$ cat config.mk
export PLATFORM = sky130hd
export DESIGN_NAME = strap_config_top
export DESIGN_NICKNAME = d
export VERILOG_FILES = /design/src/strap_pkg.sv /design/src/cfg_if.sv /design/src/strap_capture.sv /design/src/cfg_decode.sv /design/src/strap_config_top.sv
export SDC_FILE = /design/constraint.sdc
export NUM_CORES = 1
export LEC_CHECK = 0
export BUFFER_PORTS_ARGS = -buffer_cell sky130_fd_sc_hd__buf_4
export CORE_ASPECT_RATIO = 1.2
export CORE_MARGIN = 1
export CORE_UTILIZATION = 30
export DETAILED_ROUTE_END_ITERATION = 7
export GPL_TIMING_DRIVEN = 0
export SYNTH_ARGS = -nofsm -noshare
export SYNTH_HDL_FRONTEND = slang
export SYNTH_SLANG_ARGS = --single-unit
$ cat constraint.sdc
create_clock -name aclk -period 2.2 [get_ports aclk]
set_clock_uncertainty 0.15 [all_clocks]
set_input_delay 0.44 -clock aclk [delete_from_list [all_inputs] [get_ports aclk]]
set_output_delay 0.44 -clock aclk [all_outputs]
set_load 0.05 [all_outputs]
$ cat src/strap_pkg.sv
// constants, field layout and bus-mode decode for the strap capture block
// assumes a 32-bit axi4-lite register bus and nine active-low strap pins
package strap_pkg;
   localparam int STRAP_W = 9;
   // strap positions on the display-memory address pins
   localparam int LB_BIT   = 0;
   localparam int ISA_BIT  = 1;
   localparam int X2_BIT   = 2;
   localparam int USER_BIT = 3;
   localparam int RSV_BIT  = 4;
   localparam int OSC_BIT  = 5;
   localparam int PINF_BIT = 6;
   localparam int TEST_BIT = 7;
   localparam int LV_BIT   = 8;
   // unstrapped pins are pulled up, so the idle capture is all ones
   localparam logic [STRAP_W-1:0] STRAP_RST = 9'h1FF;
   // register byte offsets
   localparam logic [7:0] STATUS_OFF = 8'h00;
   localparam logic [7:0] EXT1_OFF   = 8'h04;
   localparam logic [7:0] CTRL_OFF   = 8'h08;
   // status fields
   localparam int ST_MODE_LSB = 9;
   localparam int ST_RSVD_BUS = 12;
   localparam int ST_VALID    = 13;
   localparam int ST_RSVD_PIN = 14;
   // extension register 1 field
   localparam int EXT1_USER = 3;
   // control fields
   localparam int CTL_BKL = 0;
   localparam int CTL_ROM = 1;
   localparam logic [1:0] CTRL_RST = 2'h0;
   localparam logic [1:0] RESP_OKAY   = 2'h0;
   localparam logic [1:0] RESP_SLVERR = 2'h2;
   // reference the board feeds when the external oscillator is chosen
   localparam real REF_FREQ_MHZ = 14.31818;

   typedef enum logic [2:0] {
      BUS_VL, BUS_CPU_2X, BUS_ISA, BUS_PCI, BUS_RESERVED
   } bus_mode_t;

   // local-bus, legacy-bus, double-clock selects in that order
   function automatic bus_mode_t decode_bus(input logic [2:0] sel);
      case (sel)
         3'h7:    decode_bus = BUS_VL;
         3'h6:    decode_bus = BUS_CPU_2X;
         3'h5:    decode_bus = BUS_ISA;
         3'h3:    decode_bus = BUS_PCI;
         default: decode_bus = BUS_RESERVED;
      endcase
   endfunction
endpackage

$ cat src/cfg_if.sv
// carrier for captured straps and their decoded settings
// assumes one clock domain; driven by capture and decode modules
`timescale 1ns/1ps
interface cfg_if;
   import strap_pkg::*;
   logic [STRAP_W-1:0] strap;
   logic               captured;
   bus_mode_t          bus_mode;
   logic               clock_2x;
   logic               osc_ext;
   logic               alt_address;
   logic               clock_test;
   logic               low_voltage;
   modport capture (output strap, output captured);
   modport decode  (input strap, output bus_mode, output clock_2x,
                    output osc_ext, output alt_address,
                    output clock_test, output low_voltage);
   modport user    (input strap, input captured, input bus_mode,
                    input clock_2x, input osc_ext, input alt_address,
                    input clock_test, input low_voltage);
endinterface

$ cat src/strap_capture.sv
// latches the strap pins on the first clock after reset is released
// assumes straps are steady around the reset release edge
`timescale 1ns/1ps
module strap_capture
   import strap_pkg::*;
(
   input  wire logic               aclk,
   input  wire logic               aresetn,
   input  wire logic [STRAP_W-1:0] strap_pins,
   cfg_if.capture                  cfg
);
   import strap_pkg::*;
   logic               in_reset_q;
   logic [STRAP_W-1:0] strap_q;
   logic               captured_q;

   // capture once at the release; values then stay until the next reset
   always_ff @(posedge aclk) begin
      if (!aresetn) begin
         in_reset_q <= 1'b1;
         strap_q    <= STRAP_RST;
         captured_q <= 1'b0;
      end else if (in_reset_q) begin
         in_reset_q <= 1'b0;
         strap_q    <= strap_pins;
         captured_q <= 1'b1;
      end
   end

   assign cfg.strap    = strap_q;
   assign cfg.captured = captured_q;
endmodule

$ cat src/cfg_decode.sv
// turns the captured strap word into named settings
// assumes active-low straps: a low capture selects the option
`timescale 1ns/1ps
module cfg_decode
   import strap_pkg::*;
(
   cfg_if.decode cfg
);
   import strap_pkg::*;
   // bus type from the three bus selects
   assign cfg.bus_mode    = decode_bus({cfg.strap[LB_BIT], cfg.strap[ISA_BIT],
                                        cfg.strap[X2_BIT]});
   assign cfg.clock_2x    = ~cfg.strap[X2_BIT];
   assign cfg.osc_ext     = ~cfg.strap[OSC_BIT];
   assign cfg.alt_address = ~cfg.strap[PINF_BIT];
   assign cfg.clock_test  = ~cfg.strap[TEST_BIT];
   assign cfg.low_voltage = ~cfg.strap[LV_BIT];
endmodule

$ cat src/strap_config_top.sv
// strap capture top: axi4-lite registers and shared-pin steering
// assumes a 10 mhz aclk, synchronous active-low reset, board pull-downs
//
// How it works
// - sample nine straps when reset ends
// - unstrapped pins read one via pull-ups
// - decode bus selects: VL, CPU-2x, ISA, PCI
// - one combination gives 32-bit doubled-clock CPU
// - clock-rate strap low means doubled bus clock
// - double-clock mode turns ready-return into CPU reset
// - user strap readable in extension register bit 3
// - osc strap low: external 14.31818 MHz reference
// - pin-function strap picks activity/backlight or address
// - clock-test strap low drives clocks on A24/A25
// - low-voltage strap low flags 3.3V operation
// - ISA mode drives ROM select on A24 unless the clock-test strap is low
// - reset input is active low
//
// Decided for this implementation: the address map and the AXI4-Lite interface to the registers.
`timescale 1ns/1ps
module strap_config_top
   import strap_pkg::*;
(
   input  wire logic               aclk,
   input  wire logic               aresetn,
   // straps on the display-memory address pins
   input  wire logic [STRAP_W-1:0] strap_pins,
   output logic                    strap_pins_oe_q,
   // pin 23 and the shared pins
   input  wire logic               ready_return_n,
   input  wire logic               pixel_clock,
   input  wire logic               memory_clock,
   input  wire logic               pin53_in,
   input  wire logic               pin54_in,
   output logic                    a24_out_q,
   output logic                    a24_oe_q,
   output logic                    a25_out_q,
   output logic                    a25_oe_q,
   output logic                    pin54_out_q,
   output logic                    pin54_oe_q,
   output logic                    activity_input_q,
   output logic [1:0]              high_address_q,
   output logic                    ready_return_q,
   output logic                    cpu_reset_input_q,
   // decoded settings
   output strap_pkg::bus_mode_t    bus_mode_q,
   output logic                    clock_2x_q,
   output logic                    osc_ext_q,
   output logic                    low_voltage_q,
   output logic                    config_valid_q,
   // axi4-lite slave
   input  wire logic [7:0]         s_awaddr,
   input  wire logic               s_awvalid,
   output logic                    s_awready,
   input  wire logic [31:0]        s_wdata,
   input  wire logic [3:0]         s_wstrb,
   input  wire logic               s_wvalid,
   output logic                    s_wready,
   output logic [1:0]              s_bresp,
   output logic                    s_bvalid,
   input  wire logic               s_bready,
   input  wire logic [7:0]         s_araddr,
   input  wire logic               s_arvalid,
   output logic                    s_arready,
   output logic [31:0]             s_rdata,
   output logic [1:0]              s_rresp,
   output logic                    s_rvalid,
   input  wire logic               s_rready
);
   import strap_pkg::*;

   cfg_if cfg ();

   strap_capture u_capture (
      .aclk       (aclk),
      .aresetn    (aresetn),
      .strap_pins (strap_pins),
      .cfg        (cfg.capture)
   );

   cfg_decode u_decode (
      .cfg (cfg.decode)
   );

   // control register and bus bookkeeping
   logic [1:0]  ctrl_q;
   logic [7:0]  awaddr_q;
   logic [31:0] wdata_q;
   logic        wbyte0_q;
   logic        aw_have_q;
   logic        w_have_q;

   // shared-pin role decisions
   wire is_isa    = (cfg.bus_mode == BUS_ISA);
   wire is_cpu_2x = (cfg.bus_mode == BUS_CPU_2X);
   wire a24_drive = cfg.captured && (cfg.clock_test || is_isa);
   wire a24_level = cfg.clock_test ? pixel_clock
                                   : ~ctrl_q[CTL_ROM];
   wire a25_drive = cfg.captured && cfg.clock_test;
   wire pin54_drv = cfg.captured && !cfg.alt_address;

   // pins stay released during reset so the pull-ups set the default
   always_ff @(posedge aclk) begin
      if (!aresetn) begin
         strap_pins_oe_q <= 1'b0;
      end else begin
         strap_pins_oe_q <= cfg.captured;
      end
   end

   // registered pin steering and settings
   always_ff @(posedge aclk) begin
      if (!aresetn) begin
         a24_out_q         <= 1'b1;
         a24_oe_q          <= 1'b0;
         a25_out_q         <= 1'b0;
         a25_oe_q          <= 1'b0;
         pin54_out_q       <= 1'b0;
         pin54_oe_q        <= 1'b0;
         activity_input_q  <= 1'b0;
         high_address_q    <= 2'h0;
         ready_return_q    <= 1'b0;
         cpu_reset_input_q <= 1'b0;
         bus_mode_q        <= BUS_VL;
         clock_2x_q        <= 1'b0;
         osc_ext_q         <= 1'b0;
         low_voltage_q     <= 1'b0;
         config_valid_q    <= 1'b0;
      end else begin
         a24_out_q         <= a24_level;
         a24_oe_q          <= a24_drive;
         a25_out_q         <= memory_clock;
         a25_oe_q          <= a25_drive;
         pin54_out_q       <= ctrl_q[CTL_BKL];
         pin54_oe_q        <= pin54_drv;
         activity_input_q  <= pin54_drv & pin53_in;
         high_address_q    <= cfg.alt_address ? {pin54_in, pin53_in}
                                              : 2'h0;
         // pin 23 is one pin with two meanings, never both
         ready_return_q    <= !is_cpu_2x & ~ready_return_n;
         cpu_reset_input_q <= is_cpu_2x & ready_return_n;
         bus_mode_q        <= cfg.bus_mode;
         clock_2x_q        <= cfg.clock_2x;
         osc_ext_q         <= cfg.osc_ext;
         low_voltage_q     <= cfg.low_voltage;
         config_valid_q    <= cfg.captured;
      end
   end

   // register read data
   wire [31:0] status_word = {17'h0,
                              ~cfg.strap[RSV_BIT],
                              cfg.captured,
                              cfg.bus_mode == BUS_RESERVED,
                              cfg.bus_mode,
                              cfg.strap};
   wire [31:0] ext1_word   = {28'h0, cfg.strap[USER_BIT], 3'h0};
   wire [31:0] ctrl_word   = {30'h0, ctrl_q};
   wire rd_status = (s_araddr == STATUS_OFF);
   wire rd_ext1   = (s_araddr == EXT1_OFF);
   wire rd_ctrl   = (s_araddr == CTRL_OFF);
   wire rd_hit    = rd_status | rd_ext1 | rd_ctrl;
   wire [31:0] rd_word = rd_status ? status_word :
                         rd_ext1   ? ext1_word   :
                         rd_ctrl   ? ctrl_word   : 32'h0;

   // write side: address and data taken in either order
   wire aw_take  = s_awvalid && s_awready;
   wire w_take   = s_wvalid && s_wready;
   wire aw_ok    = aw_have_q || aw_take;
   wire w_ok     = w_have_q || w_take;
   wire [7:0] wr_addr = aw_have_q ? awaddr_q : s_awaddr;
   wire [31:0] wr_data = w_have_q ? wdata_q : s_wdata;
   wire wr_byte0 = w_have_q ? wbyte0_q : s_wstrb[0];
   wire wr_fire  = aw_ok && w_ok && !s_bvalid;
   wire wr_known = (wr_addr == STATUS_OFF) || (wr_addr == EXT1_OFF) ||
                   (wr_addr == CTRL_OFF);
   wire wr_ctrl  = wr_fire && (wr_addr == CTRL_OFF) && wr_byte0;

   // write channel handshakes and response
   always_ff @(posedge aclk) begin
      if (!aresetn) begin
         s_awready <= 1'b0;
         s_wready  <= 1'b0;
         aw_have_q <= 1'b0;
         w_have_q  <= 1'b0;
         awaddr_q  <= 8'h00;
         wdata_q   <= 32'h0;
         wbyte0_q  <= 1'b0;
         s_bvalid  <= 1'b0;
         s_bresp   <= RESP_OKAY;
      end else begin
         if (aw_take) begin
            aw_have_q <= 1'b1;
            awaddr_q  <= s_awaddr;
         end
         if (w_take) begin
            w_have_q <= 1'b1;
            wdata_q  <= s_wdata;
            wbyte0_q <= s_wstrb[0];
         end
         if (wr_fire) begin
            aw_have_q <= 1'b0;
            w_have_q  <= 1'b0;
            s_bvalid  <= 1'b1;
            s_bresp   <= wr_known ? RESP_OKAY : RESP_SLVERR;
         end else if (s_bvalid && s_bready) begin
            s_bvalid <= 1'b0;
         end
         // ready drops while a word is held or a response waits
         s_awready <= !aw_ok && !s_bvalid && !wr_fire && !s_awready;
         s_wready  <= !w_ok && !s_bvalid && !wr_fire && !s_wready;
      end
   end

   // control register; status and extension are read-only
   always_ff @(posedge aclk) begin
      if (!aresetn) begin
         ctrl_q <= CTRL_RST;
      end else if (wr_ctrl) begin
         ctrl_q <= wr_data[1:0];
      end
   end

   // read channel
   always_ff @(posedge aclk) begin
      if (!aresetn) begin
         s_arready <= 1'b0;
         s_rvalid  <= 1'b0;
         s_rdata   <= 32'h0;
         s_rresp   <= RESP_OKAY;
      end else begin
         if (s_arvalid && s_arready) begin
            s_rvalid <= 1'b1;
            s_rdata  <= rd_word;
            s_rresp  <= rd_hit ? RESP_OKAY : RESP_SLVERR;
         end else if (s_rvalid && s_rready) begin
            s_rvalid <= 1'b0;
         end
         s_arready <= !s_rvalid && !s_arready &&
                      !(s_arvalid && s_arready);
      end
   end

   // checks: capture moment, stability, decode, pin roles and write response
   a_capture_release: assert property (@(posedge aclk)
      $rose(aresetn) |=> cfg.captured && cfg.strap == $past(strap_pins))
      else $error("straps not captured one cycle after reset release");

   a_strap_hold: assert property (@(posedge aclk) disable iff (!aresetn)
      cfg.captured && $past(cfg.captured) |-> $stable(cfg.strap))
      else $error("captured straps changed without reset");

   a_reset_released: assert property (@(posedge aclk)
      !aresetn |=> !strap_pins_oe_q && !cfg.captured)
      else $error("strap pins driven or captured during reset");

   a_bus_decode: assert property (@(posedge aclk) disable iff (!aresetn)
      cfg.captured && {cfg.strap[LB_BIT], cfg.strap[ISA_BIT],
      cfg.strap[X2_BIT]} == 3'h6 |=> bus_mode_q == BUS_CPU_2X
      && clock_2x_q)
      else $error("cpu-direct double-clock combination misdecoded");

   a_reserved_bus: assert property (@(posedge aclk) disable iff (!aresetn)
      cfg.captured && (cfg.strap[2:0] inside {3'h0, 3'h1, 3'h2, 3'h4})
      |=> bus_mode_q == BUS_RESERVED)
      else $error("reserved bus combination accepted as a mode");

   a_clock_rate: assert property (@(posedge aclk) disable iff (!aresetn)
      config_valid_q |-> clock_2x_q == !cfg.strap[X2_BIT])
      else $error("clock rate flag does not follow strap");

   a_pin23_role: assert property (@(posedge aclk) disable iff (!aresetn)
      bus_mode_q != BUS_CPU_2X |-> !cpu_reset_input_q)
      else $error("cpu reset seen outside double-clock mode");

   a_user_bit_read: assert property (@(posedge aclk) disable iff (!aresetn)
      s_arvalid && s_arready && s_araddr == EXT1_OFF |=>
      s_rvalid && s_rdata[EXT1_USER] == cfg.strap[USER_BIT])
      else $error("extension register bit 3 wrong");

   a_test_clocks: assert property (@(posedge aclk) disable iff (!aresetn)
      cfg.captured && cfg.clock_test |=> a24_oe_q && a25_oe_q
      && a24_out_q == $past(pixel_clock))
      else $error("clock test mode not driving A24/A25");

   a_rom_select: assert property (@(posedge aclk) disable iff (!aresetn)
      cfg.captured && is_isa && !cfg.clock_test |=> a24_oe_q
      && a24_out_q == !$past(ctrl_q[CTL_ROM]))
      else $error("rom select missing in legacy bus mode");

   a_pin_function: assert property (@(posedge aclk) disable iff (!aresetn)
      config_valid_q && !cfg.strap[PINF_BIT] |-> !pin54_oe_q)
      else $error("backlight driven while pins carry address");

   a_low_voltage: assert property (@(posedge aclk) disable iff (!aresetn)
      config_valid_q |-> low_voltage_q == !cfg.strap[LV_BIT]
      && osc_ext_q == !cfg.strap[OSC_BIT])
      else $error("voltage or oscillator flag wrong");

   a_write_resp: assert property (@(posedge aclk) disable iff (!aresetn)
      wr_fire |=> s_bvalid && (s_bresp == RESP_OKAY) == $past(wr_known))
      else $error("write response missing or wrong code");

   // main scenarios
   c_cpu_2x: cover property (@(posedge aclk) bus_mode_q == BUS_CPU_2X);
   c_isa:    cover property (@(posedge aclk) bus_mode_q == BUS_ISA
                             && a24_oe_q);
   c_read:   cover property (@(posedge aclk) s_rvalid && s_rready);
   c_write:  cover property (@(posedge aclk) s_bvalid && s_bready);
endmodule

== Word level (Yosys, flattened, before mapping) ==
Cells that the tools add are included.

* Bits in registers: 85
* Input port bits: 73
* Output and inout bits: 60
* Word-level logic and storage cells: 112

* Equality and inequality tests: 11
* Muxes and demuxes: 15
* Bitwise gates (word level): 13
* Reductions and logical operators: 41

{| class="wikitable"
|+ Operators by type and width
! operator !! count
|-
| $logic_and 1x1->1 || 20
|-
| $eq 8x3->1 const B || 2
|-
| $eq 8x4->1 const B || 2
|-
| $logic_not 8->1 || 2
|-
| $mux 15 || 1
|-
| $eq 3x3->1 const B || 4
|-
| $pmux 3 s4 || 1
|-
| $logic_not 1->1 || 10
|-
| $mux 2 || 4
|-
| $mux 8 || 1
|-
| $not 1->1 || 8
|-
| $mux 1 || 7
|-
| $eq 3x2->1 const B || 2
|-
| $logic_or 1x1->1 || 5
|-
| $mux 4 || 1
|-
| $reduce_bool 2->1 || 2
|-
| $reduce_or 2->1 || 2
|-
| $and 1x1->1 || 3
|-
| $eq 3x1->1 const B || 1
|-
| $or 1x1->1 || 2
|}

== Logic depth before layout (Yosys ltp) ==
Gate-level depths: netlist of run 1.

* Depth in word-level cells: 7
* Depth in mapped cells: 5
* Depth with buffers taken out: 4

== Hierarchy ==
From an unflattened synthesis of run 1, not the netlist that was laid out.

* Cell total of the unflattened synthesis: 275
* Area, all modules: 2566.2 um^2

{| class="wikitable"
|+ Modules (own cells, without submodules)
! module !! instances !! cells an instance !! area each (um^2) !! seq. area each (um^2)
|-
| strap_config_top || 1 || 230 || 2132.0 || 1101.1
|-
| strap_capture || 1 || 34 || 374.1 || 220.2
|-
| cfg_decode || 1 || 11 || 60.1 || 0.0
|}

== Worst setup path after synthesis of run 1 ==
OpenSTA, ideal clock, no wires.

* Kind: input -> register
* Start: input s_araddr[1]
* End: register s_rdata[0]
* Library setup time: 0.070 ns
* Arrival time: 1.737 ns
* Data required time: 1.980 ns
* Slack: 0.242 ns
* Stages on the path: 4
* Path buffers: 0
* Cells stage by stage: or4_4 or3_1 or3_1 a21oi_1

* Cells in the longest elaborated chain, start to end: 4
* Elaborated cells on any way between the ends: 6
* Classes of those cells: eq/ne (2); mux (3); reduce/logical (1)

{| class="wikitable"
|+ RTL lines
! what !! RTL line !! text
|-
| start: declaration || strap_config_top.sv:62 || <nowiki>input wire logic [7:0] s_araddr,</nowiki>
|-
| $eq 8x4->1 || strap_config_top.sv:161 || <nowiki>wire rd_ctrl = (s_araddr == CTRL_OFF);</nowiki>
|-
| $mux 2 || strap_config_top.sv:165 || <nowiki>rd_ctrl ? ctrl_word : 32'h0;</nowiki>
|-
| $mux 4 || strap_config_top.sv:164 || <nowiki>rd_ext1 ? ext1_word :</nowiki>
|-
| $mux 15 * || strap_config_top.sv:163 || <nowiki>wire [31:0] rd_word = rd_status ? status_word :</nowiki>
|-
| end signal: assignment || strap_config_top.sv:235 || <nowiki>s_rdata <= rd_word;</nowiki>
|-
| end: declaration || strap_config_top.sv:65 || <nowiki>output logic [31:0] s_rdata,</nowiki>
|}

Every way passes the cells marked *; elsewhere a longest branch is shown, timed or not.
A chain may end at the register's enable or synchronous reset.

== Worst setup path in the final report of run 1 ==
* Start: register aw_have_q
* End: register ctrl_q[0]

* Cells in the longest elaborated chain, start to end: 5
* Elaborated cells on any way between the ends: 7
* Classes of those cells: eq/ne (1); mux (1); reduce/logical (5)

{| class="wikitable"
|+ RTL lines
! what !! RTL line !! text
|-
| start: declaration || strap_config_top.sv:90 || <nowiki>logic aw_have_q;</nowiki>
|-
| start signal: assignment || strap_config_top.sv:185 || <nowiki>aw_have_q <= 1'b0;</nowiki>
|-
| start signal: assignment || strap_config_top.sv:194 || <nowiki>aw_have_q <= 1'b1;</nowiki>
|-
| start signal: assignment || strap_config_top.sv:203 || <nowiki>aw_have_q <= 1'b0;</nowiki>
|-
| parallel branches: the longest is 3 deep, another holds $mux 8 || -- ||
|-
| $logic_and 1x1->1 * (2 in series) || strap_config_top.sv:178 || <nowiki>wire wr_ctrl = wr_fire && (wr_addr == CTRL_OFF) && wr_byte0;</nowiki>
|-
| end signal: assignment || strap_config_top.sv:221 || <nowiki>ctrl_q <= wr_data[1:0];</nowiki>
|-
| end: declaration || strap_config_top.sv:86 || <nowiki>logic [1:0] ctrl_q;</nowiki>
|}

Every way passes the cells marked *.

==> summary.md, run 1 <==
The tools report the share of the core filled with cells as 0.4403. In the synthesized netlist, the cells that appear most often are 65 x dfxtp_1, 33 x nand2_1, 21 x a21oi_1, 21 x buf_4, 21 x nor2_1. The cell type with the highest aggregate area in the netlist is dfxtp_1.

The die covers 8571 um^2. Leakage power: 1.554 nW. Compared with the post-synthesis result, the final layout area differs by 39.45%. Across all layers, the routed design uses 2145 vias. Primary flip-flop cell chosen by synthesis mapping: dfxtp_1. The number of setup buffers added after CTS is 0.

The tools report the sequential share of the synthesized area as 0.5287. The path class of the tightest hold or removal check is primary input to flop. The count of buffer and inverter cells on the critical path is 1. The antenna cell count is 0.

The tools report the endpoint type of the worst setup path as a flop. The delay of the slowest cell on the worst path came out at 0.47 ns. The cell with the most instances after synthesis is dfxtp_1. Entering global routing, the biggest net connects 11 pins. For the data arrival at the endpoint of the critical path, the log shows 2.16 ns. Max-cap violations in this run came to 0.

The tools report the relative slew slack as 0.5192. The slowest stage of the critical path belongs to the cell or4b_1. The cell total after placement was 453; the residual DRC count was 8.

Grouping stages by cell kind, the critical path spends the most delay in simple AND/OR/NAND/NOR gates. Dividing the detail-routed wire length by the instance count gives 13.42 um. During I/O placement, the number of pins put on the boundary was 133. The post-route fraction of the period consumed by the critical path is 0.9498, and the clock sink count is 65. The core region is 7795 um^2.

The count of cells in the finished layout, fillers not included, comes to 468. The kind of start point of the critical path is a flop. The layout cell share with drive strength beyond 1 came out at 0.3165.

The tools report the post-detailed-routing wire length as 6.280 mm. For the number of pins with negative max-slew slack in the final report, the log shows 0. For the pin with the worst max-slew slack, the measured transition is 0.7212 ns. The total overflow left after global routing is 0. The post-route setup TNS is 0 ns. The logs give 0.1521 for the global routing usage summed across all routing layers and 2 for the number of buffers on the longest clock path. The layout has 793 filler cells. The logs give 478.6 MHz for the fmax and 0.8098 for the weighted congestion at the end of routability-driven global placement. The number of warnings printed during yosys synthesis was 0; the post-synthesis average cell area was 9.322 um^2. The starting density of the core is 0.3157, and the count of final setup violators is 0.

Start-to-end type of the worst setup path: flop to flop. For the count of final hold-check violations, the log shows 0. The run finished, with violations left.

The number of clock buffers added by TritonCTS is 9. In this run, synthesis produced a sequential element count of 65. The run gives 253.7 uV as the worst vdd rail ir drop. The critical path goes through buf_2, or4b_1, o22ai_1, nand4_1, mux2_1.

The tools report the wire length of the first global-routing pass as 9.729 mm. Number of global-route vias before repair: 1991. The number of antenna violations at the first check in global routing was 0; the post-detailed-route count of antenna-violating nets was 0. The top-area cell type share of the netlist area is 0.5287, and the first-iteration detailed-routing DRC count is 103.

The number of iterations in the first detailed-routing pass is 6, and the number of placement rows is 35. The die outline height is 101.2 um. Clock tree synthesis selected as its root buffer the cell clkbuf_8.

Summed over all nets, the half-perimeter wirelength after detailed placement is 4.644 mm. The shortest period the worst path allows works out to 2.090 ns. After the last flow step, the layout net total stands at 445. The fraction of synthesis flops using an asynchronous set or reset pin is 0, and the clock-pin slew reported for the worst setup and hold paths after clock tree synthesis is 0.07 ns. The clock reaches the later pin of the worst-skew pair after 0.33 ns. The total of buffers placed on input and output ports is 79. The checks that failed: DRC. For this design the ratio of total power to cell area is 786.8 nW/um^2. The die width is 84.68 um. After synthesis the cells add up to 2461 um^2. The gate count of the mapped netlist came out at 264. The post-cts gate resize count is 0, and the per-cell via count in the routed design is 4.583. The number of distinct standard cells referenced by the synthesized netlist is 39, and the level count of the clock H-tree is 3.

TritonCTS built the clock tree. Setup repair after global routing left no endpoint under its margin. After clock tree synthesis, the flow added hold-fix buffers numbering 0. Data on the critical path is required at its endpoint by 2.27 ns. The maximum fanout count along the critical path is 9. The synthesized design contains 0 enable-type register cells. By area the synthesized netlist is led by dfxtp_1 53%, buf_4 6.4%, mux2i_1 5.3%, nand2_1 5.0%, a21oi_1 4.3%.
==> path summary, 6_finish.rpt <==
check                         start              to  slack (ns)  cells past startpoint
max                       aw_have_q       ctrl_q[0]        0.11                      5
min                  ready_return_n  ready_return_q        0.13                      2
min reg2reg  u_capture.cfg.strap[8]   low_voltage_q        0.30                      1
max reg2reg               aw_have_q       ctrl_q[0]        0.11                      5
==> power by group <==
part | internal, mW | switching (mW) | total (mW) | leakage (nW)
clock | 0.576 | 0.420 | 0.996 | 0.102
sequential | 1.23 | 0.0323 | 1.26 | 0.531
combinational | 0.156 | 0.288 | 0.445 | 0.921
total | 1.96 | 0.741 | 2.70 | 1.55
==> per-stage QoR <==
stage | total power [mW] | instance area (um^2) | hold WS, ns | worst slack (ns)
after floorplan | 1.588 | 2529 | 0.2622 | 0.2421
after global placement | 1.728 | 3237 | 0.2894 | -0.01578
after detailed placement | 1.733 | 3237 | 0.2933 | -0.02939
after CTS | 2.734 | 3432 | 0.1078 | 0.09902
after global routing | 2.819 | 3432 | 0.1040 | 0.04803
final | 2.700 | 3432 | 0.1262 | 0.1104
==> cells by family (layout without fill, tap and decap cells) <==
logic type | count (synthesis) | count (layout) | synth area share
other | 1 | 19 | 0.001524
xor gates and xnor gates | 2 | 2 | 0.007119
buffers and inverters | 41 | 135 | 0.09558
DFF | 65 | 65 | 0.5287
AOI/OAI and AO/OA | 42 | 42 | 0.1103
muxes | 14 | 14 | 0.05745
and+or+nand+nor | 98 | 98 | 0.1952
adders and majority gates | 1 | 1 | 0.004067
==> layout make-up <==
| class | instances | area [um^2] | area share |
|---|---|---|---|
| Sequential cell | 65 | 1301 | 0.3791 |
| Multi-Input combinational cell | 176 | 992.2 | 0.2891 |
| Timing Repair Buffer | 79 | 593.1 | 0.1728 |
| Buffer | 36 | 216.5 | 0.06307 |
| Clock buffer | 12 | 155.1 | 0.04521 |
| Tap cell | 92 | 115.1 | 0.03354 |
| Clock inverter | 3 | 40.04 | 0.01167 |
| Inverter | 5 | 18.77 | 0.005468 |
==> per-layer routing <==
metal	GRT usage	up-vias	part of all wire
met1	0.1794	981	0.43
met5	0	-	0
met3	0.05379	8	0.075
met4	0.06649	0	0.013
met2	0.2514	74	0.49
li1	-	1082	-
==> flip-flops by register name, summed over array words and instances, names as in the netlist, 2 cells and up <==
name / flops
awaddr_q: 8
bus_mode_q: 3
ctrl_q: 2
high_address_q: 2
s_rdata: 14
u_capture.cfg.strap: 9
wdata_q: 2
==> placed cells by master, fill, tap and decap left out, types with 3 or more instances in the layout <==
cell      count
nand2_1      33
and3_1        3
conb_1       19
nand2b_1      4
a32o_1        4
nor2_1       21
inv_1         5
dfxtp_1      65
mux2i_1      13
clkbuf_8     11
buf_4       100
a22oi_1       8
or3_1         3
nand3_1      11
buf_1         3
nor3_1        7
and2_1        3
clkbuf_1     11
a21oi_1      21
Note: power is estimated with default switching activity, not from simulation.
==> run 2: changes to the inputs <==
CORE_UTILIZATION = 44   (was 30)
PLACE_DENSITY = 0.79   (was default)
==> run 2 against run 1 <==
Net effect:
- the run now ends clean
- utilization up 20 points
- first-iteration DRC count down 21%
- final area down 0.73%
- register-to-register slack better by 0.02 ns
- critical path depth unchanged
- sequential power about the same
- power up 1.3%
- global-route usage up 4.5 points
- critical path type unchanged
- critical endpoint unchanged
==> summary.md, run 2 (synthesis results as in run 1) <==
After the last flow step, the layout net total stands at 445. Along the worst path, the maximum fanout reaches 9. Dividing total power by cell area gives a power density of 803.2 nW/um^2. The proportion of power drawn by combinational gates is 0.162. The worst setup path is captured at a flop.

Count of final hold-check violations: 0. In this run the register-to-register setup slack is 0.13 ns. The internal power is 1.999 mW. The library cell used most frequently in the layout, excluding fill and tap cells, is buf_4. For the number of antenna violations at the first check in global routing, the log shows 0. The run gives 992.2 um^2 as the combined area of the multi-input logic cells. Data arrival at the endpoint of the critical path: 2.14 ns.

More flip-flops sit in one register than any other, and that register is s_rdata. The logs give 0.461 for the register share of total power and 1301 um^2 for the sequential cell area in the final layout. The kind of start point of the critical path was a flop.

The first routing iteration left 81 violations. Setup repair after global routing left no endpoint under its margin. The register with the most flip-flops in the layout has 14 of them. Counting the fill cells in the layout gives 468. The worst flop-to-flop path startpoint is aw_have_q.

Routability-driven placement finished with a final weighted congestion of 0.8659. The later-pin clock latency in the skew report is 0.33 ns. The run finished with clean final reports. The switching power as a share of total power came out at 0.2694.

The total of buffers placed on input and output ports is 79. For the pin count of the biggest net entering global routing, the log shows 11. After layout, the design draws a total of 2.737 mW. After detailed routing, the total wire length is 5.837 mm. Fmax: 482.3 MHz.

From left edge to right edge, the die measures 70.27 um. In this run the power spent charging and discharging nets is 0.7374 mW. For the pin with the worst max-slew slack, the measured transition is 0.6781 ns.

The area of the die came out at 5897 um^2. The overall overflow remaining after global route came out at 0. After layout, the minimum clock period comes to 2.073 ns. The depth of the worst register-to-register path was 5; the number of top-level pins was 133. The endpoint identified for the worst register-to-register timing path is ctrl_q[0]. The detail route stage leaves a number of antenna-violating nets equal to 0. Including well taps, the total number of placed cells is 423. Total clock buffers created by CTS: 9. The post-route fraction of the period consumed by the critical path was 0.9424. The buffers inserted during post-CTS setup optimization was 0; the leakage power was 1.558 nW. For this design, the sink count on the clock tree is 65. The area growth from synthesis to final layout was 38.43%; the detailed-route via count was 2151.

The tools report the worst-case hold path end point as ready_return_q. The tools report the number of pins with negative max-slew slack in the final report as 0. The clock group share of total power was 0.378; the average wire per cell in the routed design was 13.30 um.

In this run the most critical hold path is launched from ready_return_n. The half-perimeter wire length of the detailed placement result is 4.244 mm, and the post-route setup TNS is 0 ns. The layout cell share with drive strength beyond 1 is 0.3156, and the antenna cell count is 0. Post-CTS repair changed the size of 0 cells. The die outline height is 83.93 um. The relative slew slack was 0.5479; the clock-pin slew reported for the worst setup and hold paths after clock tree synthesis was 0.07 ns. The run gives 4 as the number of iterations in the first detailed-routing pass. The final standard cell count with taps included and fillers excluded was 439; the required time at the worst-slack endpoint was 2.27 ns.

The clock passes through at most 2 buffers. For the number of placement rows, the log shows 29. Setup violations remaining at the end of the flow were counted as 0. The clock root buffer master is clkbuf_8. In the routed layout, each cell is associated on average with a via count of 4.900. The number of global-route vias before repair came out at 2024. Across the VDD grid, the largest voltage drop is 470.3 uV.

The library cells used most frequently in the layout, excluding fill and tap cells, are 100 x buf_4, 65 x dfxtp_1, 33 x nand2_1. TritonCTS built the clock tree. Global routing usage summed across all routing layers: 0.1967.

The worst hold path was traced through 2 stages. The type of the tightest min-delay check was primary input to flop. The H-tree generated during clock tree synthesis spans 3 levels. The core footprint is 5334 um^2, and the cts-stage hold buffer count is 0. For this run, design rule violations remaining after detail routing come to 0. Across the run, the number of max-cap violations was 0. The starting density of the core was 0.4614. For the worst hold slack, the log shows 0.1253 ns. Start-to-end type of the worst setup path: flop to flop. The wire length of the first global-routing pass is 9.094 mm.
==> run 2: worst max path at each step <==
stage / start / end / slack, ns
5_1_grt: aw_have_q / ctrl_q[0] / 0.07
6_report: aw_have_q / ctrl_q[0] / 0.13
2_1_floorplan: s_araddr[1] / s_rdata[0] / 0.24
4_1_cts: aw_have_q / ctrl_q[0] / 0.12
3_5_place_dp: s_awaddr[6] / ctrl_q[0] / 0.02
3_3_place_gp: s_awaddr[6] / ctrl_q[0] / 0.06
==> run 2: power by group through the flow <==
stage,sequential (mW),clock (mW),combinational (mW)
2_1_floorplan,1.36,0,0.225
3_3_place_gp,1.28,0,0.435
3_5_place_dp,1.29,0,0.440
4_1_cts,1.26,1.05,0.443
5_1_grt,1.27,1.11,0.470
6_report,1.26,1.03,0.442
==> run 2: final cells by class <==
| type | count | share of cell area |
|---|---|---|
| plain buffers | 36 | 0.06353 |
| clock buffers | 14 | 0.05068 |
| clock inverters | 2 | 0.01028 |
| inverters | 5 | 0.005509 |
| multi-input cells | 176 | 0.2912 |
| flip-flops and latches | 65 | 0.3819 |
| well taps | 62 | 0.02277 |
| repair buffers | 79 | 0.1741 |
==> run 2: worst max-delay path: stages (launching register included) <==
cell     delay (ns)
dfxtp_1        0.31
buf_2          0.19
or4b_1         0.46
o22ai_1        0.24
nand4_1        0.23
mux2_1         0.38
==> run 2: routing by layer <==
metal | wire length [um] | GRT usage
met1 | 2453 | 0.2292
met2 | 2937 | 0.3307
met3 | 405 | 0.06401
met4 | 40 | 0.07636
met5 | 0 | 0
==> run 2: per-stage QoR <==
step	setup WS [ns]	area (um^2)	util
detailed placement	0.02279	3199	0.5998
global route	0.07447	3407	0.6388
floorplan	0.2421	2529	-
CTS	0.1223	3407	0.6388
finish	0.1268	3407	0.6388
global placement	0.06048	3199	0.5998
==> run 3: changes to the inputs <==
CORE_UTILIZATION = 46   (was 44)
PLACE_DENSITY = 0.82   (was 0.79)
clock period = 2.6 ns   (was 2.2 ns; I/O delays follow)
==> run 3 against run 2 <==
Net effect:
- cell count down 0.46%
- wire length down 1.7%
- utilization rose by 3.2 points
- die area shrank 4.2%
- final area decreased by 0.62%
- worst setup slack improved by 0.47 ns
- via count fell by 0.56%
- clock-buffer cell count fell by 1
- largest cell class unchanged
==> summary.md, run 3 (synthesis results as in run 1) <==
The worst-case hold path end point is ready_return_q. The post-route fraction of the period consumed by the critical path came out at 0.7712. The starting density of the core was 0.4878.

The tools report the post-route total power as 2.263 mW. The shortest period the worst path allows works out to 2.005 ns. The later pin in the worst-skew pair is clocked with a latency of 0.34 ns. At the worst endpoint, the arrival time is 2.09 ns. The logs give 0.6711 for the share of the core filled with cells and 3386 um^2 for the summed area of non-filler cells in the final layout. In this run the most critical hold path is launched from ready_return_n.

The start-to-end type of the worst setup path was flop to flop. For the relative slew slack, the log shows 0.5298. In this run the critical register-to-register path is captured at ctrl_q[0]. The logs give 0.59 ns for the worst reg-to-reg setup slack and 2 for the number of buffers on the longest clock path.

The startpoint identified for the worst register-to-register timing path is aw_have_q. The worst setup path is captured at a flop. The die covers 5648 um^2. The worst-case IR drop observed on VDD is 442.4 uV. TritonCTS built the clock tree. Routability-driven placement finished with a final weighted congestion of 0.7141.

The flow ran to the end, and the final reports show no timing, DRC or antenna violations. The min-delay analysis places its worst path in the category primary input to flop. The most common cell after layout, fill and taps aside is buf_4. CTS built an H-tree with a depth of 3.

The maximum fanout count along the critical path was 9. The overall overflow remaining after global route is 0, and the final worst setup slack is 0.5948 ns. At the end of the flow, the number of nets in the layout was 445. The area growth from synthesis to layout is 37.57%.

The analysis attributes to cell leakage a power of 1.549 nW. The number of global-route vias before repair is 2017, and the die width is 68.77 um. The buffers inserted during post-CTS setup optimization was 0; the total of max-cap violations was 0.

The wire length of the first global-routing pass came out at 8.825 mm. Row generation in the floorplan step produced 28 rows. The layout cell share with drive strength beyond 1 was 0.3130. The number of hold buffers added after CTS was 0. The instance count along the most critical hold path was 2.

For the core footprint, the log shows 5045 um^2. The tools report the antenna cell count as 0. The tools report the clock root buffer master as clkbuf_8.

The logs give 0 for the count of final hold-check violations and 133 for the number of top-level pins. The library cells used most frequently in the layout, excluding fill and tap cells, are 100 x buf_4, 65 x dfxtp_1, 33 x nand2_1. For the instance area at placement, the log shows 3197 um^2. In the final routed layout, each cell accounts on average for 13.13 um. Once the clock tree was built, the resizer swapped 0 gates to a different size. Counting flops per register, the top entry is s_rdata. Wires add up to 5.736 mm. For the global routing usage summed across all routing layers, the log shows 0.2188.

Setup repair after global routing left no endpoint under its margin. After legalization and detailed placement, the total HPWL measured 4.294 mm. The number of antenna violations at the first check in global routing was 0; the per-cell via count in the routed design was 4.895.

The count of buffers added on input and output ports is 79. The die outline height was 82.13 um; the worst slack after detailed placement was 0.3727 ns. For the number of pins with negative max-slew slack in the final report, the log shows 0. The number of flip-flops under the largest register name is 14. The clock sink count was 65; the detailed-route via count was 2139. The logs give 9 for the total clock buffers created by CTS and 2.68 ns for the required time at the worst-slack endpoint. After detailed routing, the number of remaining DRC violations is 0. Clock-pin slew was measured on the worst setup and hold paths at 0.07 ns. The power per unit of standard cell area is 668.3 nW/um^2, and the post-detailed-route count of antenna-violating nets is 0. Adding up every negative setup slack in the final design gives 0 ns.

The transition time of the tightest slew-check pin came out at 0.7052 ns. The tools report the number of iterations in the first detailed-routing pass as 4. The depth of the worst register-to-register path was 5.

STA classifies the critical path startpoint as a flop. Pin count of the biggest net entering global routing: 11. The first-iteration detailed-routing DRC count is 62, and the count of final setup violators is 0. The fmax was 498.7 MHz.
## run 3: changes by cell type in the layout (fill, tap and decap cells not counted)
cell,before,now
clkbuf_8,12,10
clkinv_2,1,2
clkbuf_1,12,13
## run 3: worst max path at each step
stage | startpoint | end | slack [ns] | cells after the start
2_1_floorplan | s_araddr[1] | s_rdata[0] | 0.56 | 4
5_1_grt | aw_have_q | ctrl_q[0] | 0.50 | 5
3_5_place_dp | s_araddr[1] | s_rdata[6] | 0.37 | 6
4_1_cts | aw_have_q | ctrl_q[0] | 0.58 | 5
3_3_place_gp | s_awaddr[6] | ctrl_q[0] | 0.38 | 5
6_report | aw_have_q | ctrl_q[0] | 0.59 | 5
## run 3: cell type report
class / count / area, um^2
fillers: 447 / 1659
flip-flops and latches: 65 / 1301
multi-input cells: 176 / 992.2
repair buffers: 79 / 593.1
plain buffers: 36 / 216.5
clock buffers: 13 / 148.9
well taps: 60 / 75.07
clock inverters: 3 / 40.04
inverters: 5 / 18.77
## run 3: stage by stage
| step | hold slack [ns] | instances |
|---|---|---|
| after global placement | 0.2864 | 421 |
| after detailed placement | 0.2850 | 421 |
| final | 0.2061 | 437 |
| after CTS | 0.1958 | 437 |
| after floorplan | 0.2622 | 282 |
| after global routing | 0.1959 | 437 |
## run 3: where the power goes
part           switching, mW  internal, mW  total [mW]
clock network          0.357         0.467       0.824
logic                  0.241         0.132       0.373
registers             0.0276          1.04        1.07
## run 3: per-layer routing
layer / part of all wire / global-route usage / vias up
met3: 0.081 / 0.07418 / 8
met2: 0.48 / 0.3686 / 73
met5: 0 / 0 / -
li1: - / - / 1084
met4: 0.015 / 0.1122 / 0
met1: 0.42 / 0.2409 / 974
## run 3: critical path, stage by stage, from the launching register on
cell and delay [ns]:
dfxtp_1 0.29, buf_2 0.16, or4_1 0.52, o22ai_1 0.21
nand4_1 0.21, mux2_1 0.36
